## config.mk

```make
export PLATFORM = sky130hd
export DESIGN_NAME = pxs_sensor_regs
export DESIGN_NICKNAME = d
export VERILOG_FILES = /design/src/design/pxs_sensor_regs.v
export VERILOG_INCLUDE_DIRS = /design/src /design/src/design
export SDC_FILE = /design/constraint.sdc
export NUM_CORES = 1
export LEC_CHECK = 0
export CORE_MARGIN = 3
export CORE_UTILIZATION = 45
export DETAILED_ROUTE_END_ITERATION = 8
export DONT_BUFFER_PORTS = 1
export PLACE_DENSITY = 0.57
export SLEW_MARGIN = 20
export SYNTH_ARGS = -nofsm -noshare
export SYNTH_HDL_FRONTEND = slang
export SYNTH_SLANG_ARGS = --single-unit
```

## constraint.sdc

```tcl
create_clock -name mclk -period 7.16 [get_ports mclk]
set_input_delay 0.716 -clock mclk [delete_from_list [all_inputs] [get_ports mclk]]
set_output_delay 0.716 -clock mclk [all_outputs]
set_load 0.01 [all_outputs]
```

## src/design/pxs_defines.vh

```
`ifndef PXS_DEFINES_VH
`define PXS_DEFINES_VH

// Bus address.
`define PXS_SLAVE_ADDR 7'h60

// Command codes.
`define PXS_CODE_STANDBY 8'h00
`define PXS_CODE_SAMPLE 8'h03
`define PXS_CODE_FORCE 8'h04
`define PXS_CODE_LOWLIM 8'h05
`define PXS_CODE_HIGHLIM 8'h06
`define PXS_CODE_XTALK 8'h07
`define PXS_CODE_AUTOCAL 8'h08
`define PXS_CODE_RESULT 8'hf8
`define PXS_CODE_FLAGS 8'hf9
`define PXS_CODE_DEVID 8'hfa
`define PXS_CODE_CALRES 8'hfb

// Reset values of the writable words, high byte above low byte.
`define PXS_RST_STANDBY 16'h0001
`define PXS_RST_SAMPLE 16'h0001
`define PXS_RST_ZERO 16'h0000

// Fields of the sample setup low byte.
`define PXS_RUN_STOP_BIT 0
`define PXS_FAST_BIT 1
`define PXS_MODE_LSB 2
`define PXS_REPEAT_LSB 4

// Self-clearing force trigger in the force setup low byte.
`define PXS_FORCE_TRIG_BIT 5

// Interrupt modes.
`define PXS_MODE_OFF 2'h0
`define PXS_MODE_LOGIC 2'h1
`define PXS_MODE_FIRST 2'h2
`define PXS_MODE_FULL 2'h3

// Flag bits in the flag high byte.
`define PXS_FLAG_LOW_BIT 0
`define PXS_FLAG_HIGH_BIT 1

// Calibration result high byte layout.
`define PXS_CAL_BUSY_BIT 6
`define PXS_CAL_SUN_BIT 7

`endif

```

## src/design/pxs_sensor_regs.v

```verilog
`timescale 1ns/1ps
`include "pxs_defines.vh"

module pxs_sensor_regs
#(
    // Identification word; value is arbitrary.
    parameter [15:0] DEVICE_CODE = 16'h00a5,
    parameter RESULT_WIDTH = 12
)
(
    // Clock and reset.
    input wire mclk,
    input wire rst,
    // Two-wire bus pins.
    input wire sclIn,
    input wire sdaIn,
    output reg sdaOut,
    output reg sdaOe,
    // Interrupt pin, open drain.
    output reg intOut,
    output reg intOe,
    // Measurement front end.
    input wire measValid,
    input wire [RESULT_WIDTH-1:0] measRaw,
    input wire [11:0] calData,
    input wire calBusy,
    input wire calSun,
    // Configuration towards the front end.
    output reg [15:0] standbyWord,
    output reg [15:0] sampleWord,
    output reg [15:0] forceWord,
    output reg [15:0] autocalWord,
    output reg forceTrig,
    output reg fastSampleReq
);

////////////////////////////////////////////////////////////////////////////////

localparam [3:0] ST_IDLE = 4'h0;
localparam [3:0] ST_ADDR = 4'h1;
localparam [3:0] ST_CMD = 4'h2;
localparam [3:0] ST_WDATA = 4'h3;
localparam [3:0] ST_ACK = 4'h4;
localparam [3:0] ST_RDATA = 4'h5;
localparam [3:0] ST_MACK = 4'h6;

reg sclPrev;
reg sdaPrev;
reg [3:0] state;
reg [3:0] afterAck;
reg [2:0] bitCnt;
reg byteDone;
reg [7:0] rxShift;
reg [7:0] txShift;
reg [3:0] txCnt;
reg [7:0] cmdCode;
reg [7:0] lowByte;
reg byteHigh;
reg [15:0] lowLimit;
reg [15:0] highLimit;
reg [15:0] crosstalkOffset;
reg [RESULT_WIDTH-1:0] proximityResult;
reg [15:0] autocalResult;
reg [7:0] alertFlags;
reg [2:0] aboveCnt;
reg [2:0] belowCnt;
reg closeState;

wire sclRise = sclIn & ~sclPrev;
wire sclFall = ~sclIn & sclPrev;
wire startCond = sclIn & sclPrev & sdaPrev & ~sdaIn;
wire stopCond = sclIn & sclPrev & ~sdaPrev & sdaIn;

////////////////////////////////////////////////////////////////////////////////

// Byte returned for a command code and half; unmapped codes read zero.
function [7:0] readByte;
    input [7:0] code;
    input high;
    reg [15:0] word;
    begin
        word = 16'h0000;
        case (code)
            `PXS_CODE_STANDBY: word = standbyWord;
            `PXS_CODE_SAMPLE: word = sampleWord;
            `PXS_CODE_FORCE: word = forceWord;
            `PXS_CODE_LOWLIM: word = lowLimit;
            `PXS_CODE_HIGHLIM: word = highLimit;
            `PXS_CODE_XTALK: word = crosstalkOffset;
            `PXS_CODE_AUTOCAL: word = autocalWord;
            `PXS_CODE_RESULT: word = {{(16 - RESULT_WIDTH){1'b0}}, proximityResult};
            `PXS_CODE_FLAGS: word = {alertFlags, 8'h00};
            `PXS_CODE_DEVID: word = DEVICE_CODE;
            `PXS_CODE_CALRES: word = autocalResult;
            default: word = 16'h0000;
        endcase
        readByte = high ? word[15:8] : word[7:0];
    end
endfunction

// Count of consecutive measurements that a persistence field asks for.
function [2:0] repeatNeed;
    input [1:0] field;
    begin
        repeatNeed = {1'b0, field} + 3'h1;
    end
endfunction

////////////////////////////////////////////////////////////////////////////////

// Result after crosstalk removal, clamped at zero.
wire [RESULT_WIDTH-1:0] xtalkLevel = crosstalkOffset[RESULT_WIDTH-1:0];
wire [RESULT_WIDTH-1:0] cleanResult = (measRaw > xtalkLevel) ? (measRaw - xtalkLevel) :
    {RESULT_WIDTH{1'b0}};
wire [15:0] cleanWide = {{(16 - RESULT_WIDTH){1'b0}}, cleanResult};
wire measRunning = ~sampleWord[`PXS_RUN_STOP_BIT];
wire [1:0] intMode = sampleWord[`PXS_MODE_LSB +: 2];
wire [2:0] need = repeatNeed(sampleWord[`PXS_REPEAT_LSB +: 2]);
wire fastOn = sampleWord[`PXS_FAST_BIT];
wire wantHigh = (intMode != `PXS_MODE_OFF);
wire wantLow = (intMode == `PXS_MODE_FULL) || (intMode == `PXS_MODE_LOGIC);
wire isAbove = cleanWide > highLimit;
wire isBelow = cleanWide < lowLimit;
wire highEvent = measValid & measRunning & isAbove & (aboveCnt == need - 3'h1);
wire lowEvent = measValid & measRunning & isBelow & (belowCnt == need - 3'h1);

// The host acknowledging the low byte of the flag code is the read that clears the flags.
wire flagsRead = (state == ST_MACK) & sclFall & ~byteHigh & (cmdCode == `PXS_CODE_FLAGS);
// Bytes loaded into the transmitter, so each one is decoded once.
wire [7:0] loadByte = readByte(cmdCode, byteHigh);
wire [7:0] upperByte = readByte(cmdCode, 1'b1);

////////////////////////////////////////////////////////////////////////////////

// Bus edge history.
always @(posedge mclk or posedge rst)
begin
    if (rst)
    begin
        sclPrev <= 1'b1;
        sdaPrev <= 1'b1;
        sdaOut <= 1'b0;
    end
    else
    begin
        sclPrev <= sclIn;
        sdaPrev <= sdaIn;
        sdaOut <= 1'b0;
    end
end

////////////////////////////////////////////////////////////////////////////////

// Slave protocol engine and register writes.
always @(posedge mclk or posedge rst)
begin
    if (rst)
    begin
        state <= ST_IDLE;
        afterAck <= ST_IDLE;
        bitCnt <= 3'h0;
        byteDone <= 1'b0;
        rxShift <= 8'h00;
        txShift <= 8'h00;
        txCnt <= 4'h0;
        cmdCode <= 8'h00;
        lowByte <= 8'h00;
        byteHigh <= 1'b0;
        sdaOe <= 1'b0;
        forceTrig <= 1'b0;
        standbyWord <= `PXS_RST_STANDBY;
        sampleWord <= `PXS_RST_SAMPLE;
        forceWord <= `PXS_RST_ZERO;
        lowLimit <= `PXS_RST_ZERO;
        highLimit <= `PXS_RST_ZERO;
        crosstalkOffset <= `PXS_RST_ZERO;
        autocalWord <= `PXS_RST_ZERO;
    end
    else
    begin
        forceTrig <= 1'b0;
        if (startCond)
        begin
            state <= ST_ADDR;
            bitCnt <= 3'h0;
            byteDone <= 1'b0;
            sdaOe <= 1'b0;
        end
        else if (stopCond)
        begin
            state <= ST_IDLE;
            sdaOe <= 1'b0;
        end
        else if (sclRise && (state == ST_ADDR || state == ST_CMD || state == ST_WDATA))
        begin
            rxShift <= {rxShift[6:0], sdaIn};
            bitCnt <= bitCnt + 3'h1;
            byteDone <= (bitCnt == 3'h7);
        end
        else if (sclRise && state == ST_MACK)
        begin
            // Host not acknowledging ends the read.
            if (sdaIn)
                state <= ST_IDLE;
        end
        else if (sclFall)
        begin
            case (state)
                ST_ADDR:
                begin
                    if (byteDone)
                    begin
                        byteDone <= 1'b0;
                        if (rxShift[7:1] == `PXS_SLAVE_ADDR)
                        begin
                            sdaOe <= 1'b1;
                            state <= ST_ACK;
                            byteHigh <= 1'b0;
                            afterAck <= rxShift[0] ? ST_RDATA : ST_CMD;
                        end
                        else
                            state <= ST_IDLE;
                    end
                end
                ST_CMD:
                begin
                    if (byteDone)
                    begin
                        byteDone <= 1'b0;
                        cmdCode <= rxShift;
                        sdaOe <= 1'b1;
                        state <= ST_ACK;
                        afterAck <= ST_WDATA;
                    end
                end
                ST_WDATA:
                begin
                    if (byteDone)
                    begin
                        byteDone <= 1'b0;
                        sdaOe <= 1'b1;
                        state <= ST_ACK;
                        if (!byteHigh)
                        begin
                            lowByte <= rxShift;
                            byteHigh <= 1'b1;
                            afterAck <= ST_WDATA;
                        end
                        else
                        begin
                            byteHigh <= 1'b0;
                            afterAck <= ST_IDLE;
                            case (cmdCode)
                                `PXS_CODE_STANDBY: standbyWord <= {rxShift, lowByte};
                                `PXS_CODE_SAMPLE: sampleWord <= {rxShift, lowByte};
                                `PXS_CODE_FORCE:
                                begin
                                    forceWord <= {rxShift, lowByte &
                                        ~(8'h01 << `PXS_FORCE_TRIG_BIT)};
                                    forceTrig <= lowByte[`PXS_FORCE_TRIG_BIT];
                                end
                                `PXS_CODE_LOWLIM: lowLimit <= {rxShift, lowByte};
                                `PXS_CODE_HIGHLIM: highLimit <= {rxShift, lowByte};
                                `PXS_CODE_XTALK: crosstalkOffset <= {rxShift, lowByte};
                                `PXS_CODE_AUTOCAL: autocalWord <= {rxShift, lowByte};
                                default: lowByte <= lowByte;
                            endcase
                        end
                    end
                end
                ST_ACK:
                begin
                    sdaOe <= 1'b0;
                    bitCnt <= 3'h0;
                    state <= afterAck;
                    if (afterAck == ST_RDATA)
                    begin
                        txShift <= {loadByte[6:0], 1'b0};
                        sdaOe <= ~loadByte[7];
                        txCnt <= 4'h1;
                    end
                end
                ST_RDATA:
                begin
                    if (txCnt == 4'h8)
                    begin
                        sdaOe <= 1'b0;
                        state <= ST_MACK;
                    end
                    else
                    begin
                        sdaOe <= ~txShift[7];
                        txShift <= txShift << 1;
                        txCnt <= txCnt + 4'h1;
                    end
                end
                ST_MACK:
                begin
                    if (!byteHigh)
                    begin
                        byteHigh <= 1'b1;
                        txShift <= {upperByte[6:0], 1'b0};
                        sdaOe <= ~upperByte[7];
                        txCnt <= 4'h1;
                        state <= ST_RDATA;
                    end
                    else
                    begin
                        state <= ST_IDLE;
                    end
                end
                default: state <= ST_IDLE;
            endcase
        end
    end
end

////////////////////////////////////////////////////////////////////////////////

// Measurement capture, persistence and flag handling.
always @(posedge mclk or posedge rst)
begin
    if (rst)
    begin
        proximityResult <= {RESULT_WIDTH{1'b0}};
        autocalResult <= 16'h0000;
        aboveCnt <= 3'h0;
        belowCnt <= 3'h0;
        alertFlags <= 8'h00;
        closeState <= 1'b0;
        fastSampleReq <= 1'b0;
        intOut <= 1'b0;
        intOe <= 1'b0;
    end
    else
    begin
        fastSampleReq <= 1'b0;
        intOut <= 1'b0;
        autocalResult <= {calSun, calBusy, 2'b00, calData};
        if (measValid && measRunning)
        begin
            proximityResult <= cleanResult;
            aboveCnt <= isAbove ? ((aboveCnt == need) ? need : aboveCnt + 3'h1) : 3'h0;
            belowCnt <= isBelow ? ((belowCnt == need) ? need : belowCnt + 3'h1) : 3'h0;
            fastSampleReq <= fastOn && ((isAbove && aboveCnt < need - 3'h1) ||
                (isBelow && belowCnt < need - 3'h1));
        end
        // Logic mode keeps a close state that upper events set and lower events clear.
        if (intMode == `PXS_MODE_LOGIC)
        begin
            if (highEvent)
                closeState <= 1'b1;
            else if (lowEvent)
                closeState <= 1'b0;
        end
        else
        begin
            closeState <= 1'b0;
        end
        if (flagsRead)
            alertFlags <= 8'h00;
        if (highEvent && wantHigh)
            alertFlags[`PXS_FLAG_HIGH_BIT] <= 1'b1;
        if (lowEvent && wantLow)
            alertFlags[`PXS_FLAG_LOW_BIT] <= 1'b1;
        intOe <= (intMode == `PXS_MODE_LOGIC) ? closeState :
            ((intMode != `PXS_MODE_OFF) && (alertFlags != 8'h00));
    end
end

endmodule

```

==> impl_metrics.py <==
metrics = {
    "cells_and_area": {
        "mostFrequentLayoutCells": "194 x dfrtp_1, 120 x mux2_2, 65 x nand2_1",
        "drive_above_1_share_pct": 20.8,
        "final_common_cell": "dfrtp_1",
        "final_nets": 1034,
        "final_area_mm2": 0.0116,
        "layout.cells.non_filler": 1288,
        "syn2layout_area_growth_pct": 7.29,
        "fin_util_pct": 49.3,
        "diodes": 0,
    },
    "critical_path": {
        "reg2reg_to": "closeState",
        "critPathTopFamily": "compound AO/OA/AOI/OAI gates",
        "endpoint_kind": "flop",
        "critical_path.max_stage_delay_ns": 0.56,
        "cp.required_ns": 7.48,
        "critPathMaxFanout": 14,
        "worstSetupPathDepth": 14,
        "critPathBufInv": 1,
        "crit_chain": "inv_1, ha_1, a21oi_1, o21ai_0, a211oi_1, or2_2, nor2_1, ha_1, a211oi_1, nand2_1, o2111ai_1, o21ai_0, a21boi_0, a2111oi_0",
        "r2r_slack_ns": 2.82,
        "r2r_start": "crosstalkOffset[7]",
        "arrival_ns": 4.66,
        "critPathLaunch": "crosstalkOffset[7]",
        "setup.worst_path.end": "closeState",
        "reg2reg_depth": 14,
        "crit_type": "reg -> reg",
        "crit_path_top_delay_cell": "a211oi_1",
        "crit_path_start_kind": "flop",
    },
    "yosys": {
        "synth.area.top_cells": "dfrtp_1 45%, mux2_2 13%, ha_1 5.3%, o21ai_0 2.5%, nand2_1 2.3%",
        "ys_warn_count": 0,
        "yosys.area.top_type": "dfrtp_1",
        "ys_types": 76,
        "ys_async_sr_fraction_pct": 100,
        "syn_area_mm2": 0.0108,
        "netlist_instances": 984,
        "seq_area_frac_synth_pct": 45.9,
        "yosys_most_used_dff": "dfrtp_1",
        "syn-mean-instance-area_um2": 11.0,
        "synth-seq-cells": 198,
        "synth_top_area_share_pct": 44.9,
        "synth-edff-count": 0,
    },
    "placement": {
        "dp.final_hpwl_um": 22900,
        "dp.cells": 1256,
        "placed_cell_area_mm2": 0.0110,
        "portBuffers": 0,
        "gp_congestion": 0.881,
    },
    "clock_network": {
        "cts-root-buf": "clkbuf_16",
        "post_cts_resize_count": 0,
        "postCtsSetupBuffers": 0,
        "clk_pin_slew_worst_paths_ns": 0.08,
        "cts_tree": "yes",
        "cts_buffers": 17,
        "cts_buffer_depth": 2,
        "clkLatencyLatePin_ns": 0.45,
        "hold_buffers": 0,
        "cts-htree-levels": 4,
        "clkSinkCount": 198,
    },
    "route": {
        "route.vias.total": 7771,
        "drt-wirelength-per-cell_um": 24.7,
        "first_pass_iters": 5,
        "drtIter0Drc": 654,
        "vias_per_cell": 6.03,
        "wl_um": 31800,
        "drcViolationCount": 0,
        "ant_nets": 0,
    },
    "power": {
        "peakVddDrop_uv": 146,
        "combPwrFrac_pct": 15.9,
        "p_switching_w": 0.000940,
        "internal_power_w": 0.00191,
        "seq_power_share_pct": 48.9,
        "power_frac_clock_pct": 35.2,
        "switching_share_pct": 33.0,
        "p_leak_nw": 5.16,
        "power.density_mw_per_mm2": 245,
    },
    "floorplan": {
        "die_y_um": 161,
        "die-area_mm2": 0.0259,
        "std_cell_rows": 56,
        "io_pins": 101,
        "start_util_pct": 45.9,
        "core_area_mm2": 0.0235,
        "die_w_um": 161,
    },
    "global_route": {
        "antenna_found_initial": 0,
        "grt_first_pass_wirelength_um": 48400,
        "grt_max_degree": 116,
        "grt_pass1_vias": 7560,
        "overflow": 0,
        "grt_usage_pct": 24.8,
    },
    "sta": {
        "timing.fmax_mhz": 230,
        "setup_tns_ns": 0,
        "setup_violations": 0,
        "slew_violations": 0,
        "finalCritPeriodShare_pct": 60.6,
        "worst_pin_slew_ns": 1.09,
        "hold_viol_final": 0,
        "finClkSkew_ns": 0.0175,
        "maxSlewHeadroom_pct": 27.2,
        "rsz0062_at_grt": "no",
        "fin_crit_ns": 4.34,
    },
    "run": {
        "drv_cap": 0,
    },
    "hold_path": {
        "hold_path.class": "in -> reg",
        "min_path_cells": 0,
    },
    "status": {
        "status": "complete, no violations",
    },
}
flip-flops by register name, indices dropped and copies added, names as in the netlist, 12 cells and up:
register,count
standbyWord,16
highLimit,16
autocalWord,16
crosstalkOffset,16
proximityResult,12
lowLimit,16
sampleWord,16
autocalResult,14
forceWord,15
power groups by stage:
stage               clock network (W)  logic [W]  registers [W]
finish                        0.00100   0.000452        0.00139
global route                  0.00106   0.000517        0.00141
CTS                           0.00102   0.000450        0.00139
detailed placement                  0   0.000447        0.00141
global placement                    0   0.000439        0.00141
floorplan                           0   0.000427        0.00128
metal layers:
metal / share of wire [%] / track usage, %
met1: 48 / 36.9
met2: 45 / 37.8
met3: 5.8 / 4.77
met4: 1.5 / 5.59
met5: 0 / 0
final cells by class:
type,instances,area (um^2)
clock buffers,18,429
clock inverters,14,179
fillers,2206,11900
inverters,53,206
multi-input cells,676,5350
flip-flops and latches,198,4960
well taps,319,399
repair buffers,10,78.8
synthesized netlist by cell type (4+ instances only):
cell type  count
a211oi_1       7
buf_2          9
o31ai_1       11
nand2b_1      17
a31oi_1        6
o21ai_0       53
o21a_1         5
a32o_1         4
dfstp_2        4
mux2_4        10
nor2_1        56
mux4_2        10
a22oi_1       18
a21oi_1       39
ha_1          46
clkbuf_1      32
nor4_1         7
or3_1          6
dfrtp_1      194
nor2b_1       10
nand4_1       12
xnor2_1        9
buf_1          6
inv_1         52
o211ai_1      11
nor3_1        14
a21o_1         4
mux2_2       120
and2_1         6
mux2_1         8
nand3_1       16
or2_2          5
a221oi_1       6
o2bb2ai_1      6
a21boi_0       4
a22o_1        10
buf_6          5
o2111ai_1      5
nand2_1       65
mux2i_1       11
worst min path at each step:
| stage | start | to | slack [ns] |
|---|---|---|---|
| 2_1_floorplan | txCnt[3] | txCnt[3] | 0.44 |
| 5_1_grt | sdaIn | sdaPrev | 0.24 |
| 6_report | sdaIn | sdaPrev | 0.26 |
| 4_1_cts | sdaIn | sdaPrev | 0.25 |
| 3_5_place_dp | txCnt[3] | txCnt[3] | 0.47 |
| 3_3_place_gp | txShift[1] | txShift[1] | 0.47 |
stage by stage:
stage | worst slack (ns) | hold WS, ns | power [W]
after global placement | 2.78 | 0.468 | 0.00185
after global routing | 2.24 | 0.245 | 0.00298
after floorplan | 1.05 | 0.440 | 0.00171
final | 2.82 | 0.262 | 0.00285
after CTS | 2.84 | 0.253 | 0.00286
after detailed placement | 2.61 | 0.468 | 0.00186
kinds of logic after synthesis:
group	synth area share, %
simple gates	10.9
mux	17.8
flops	45.9
other cells	0.0347
xor+xnor	0.972
buf+inv	4.78
fa+ha+maj	5.51
compound gates	14.1
Power figures use the tool's default switching activity.
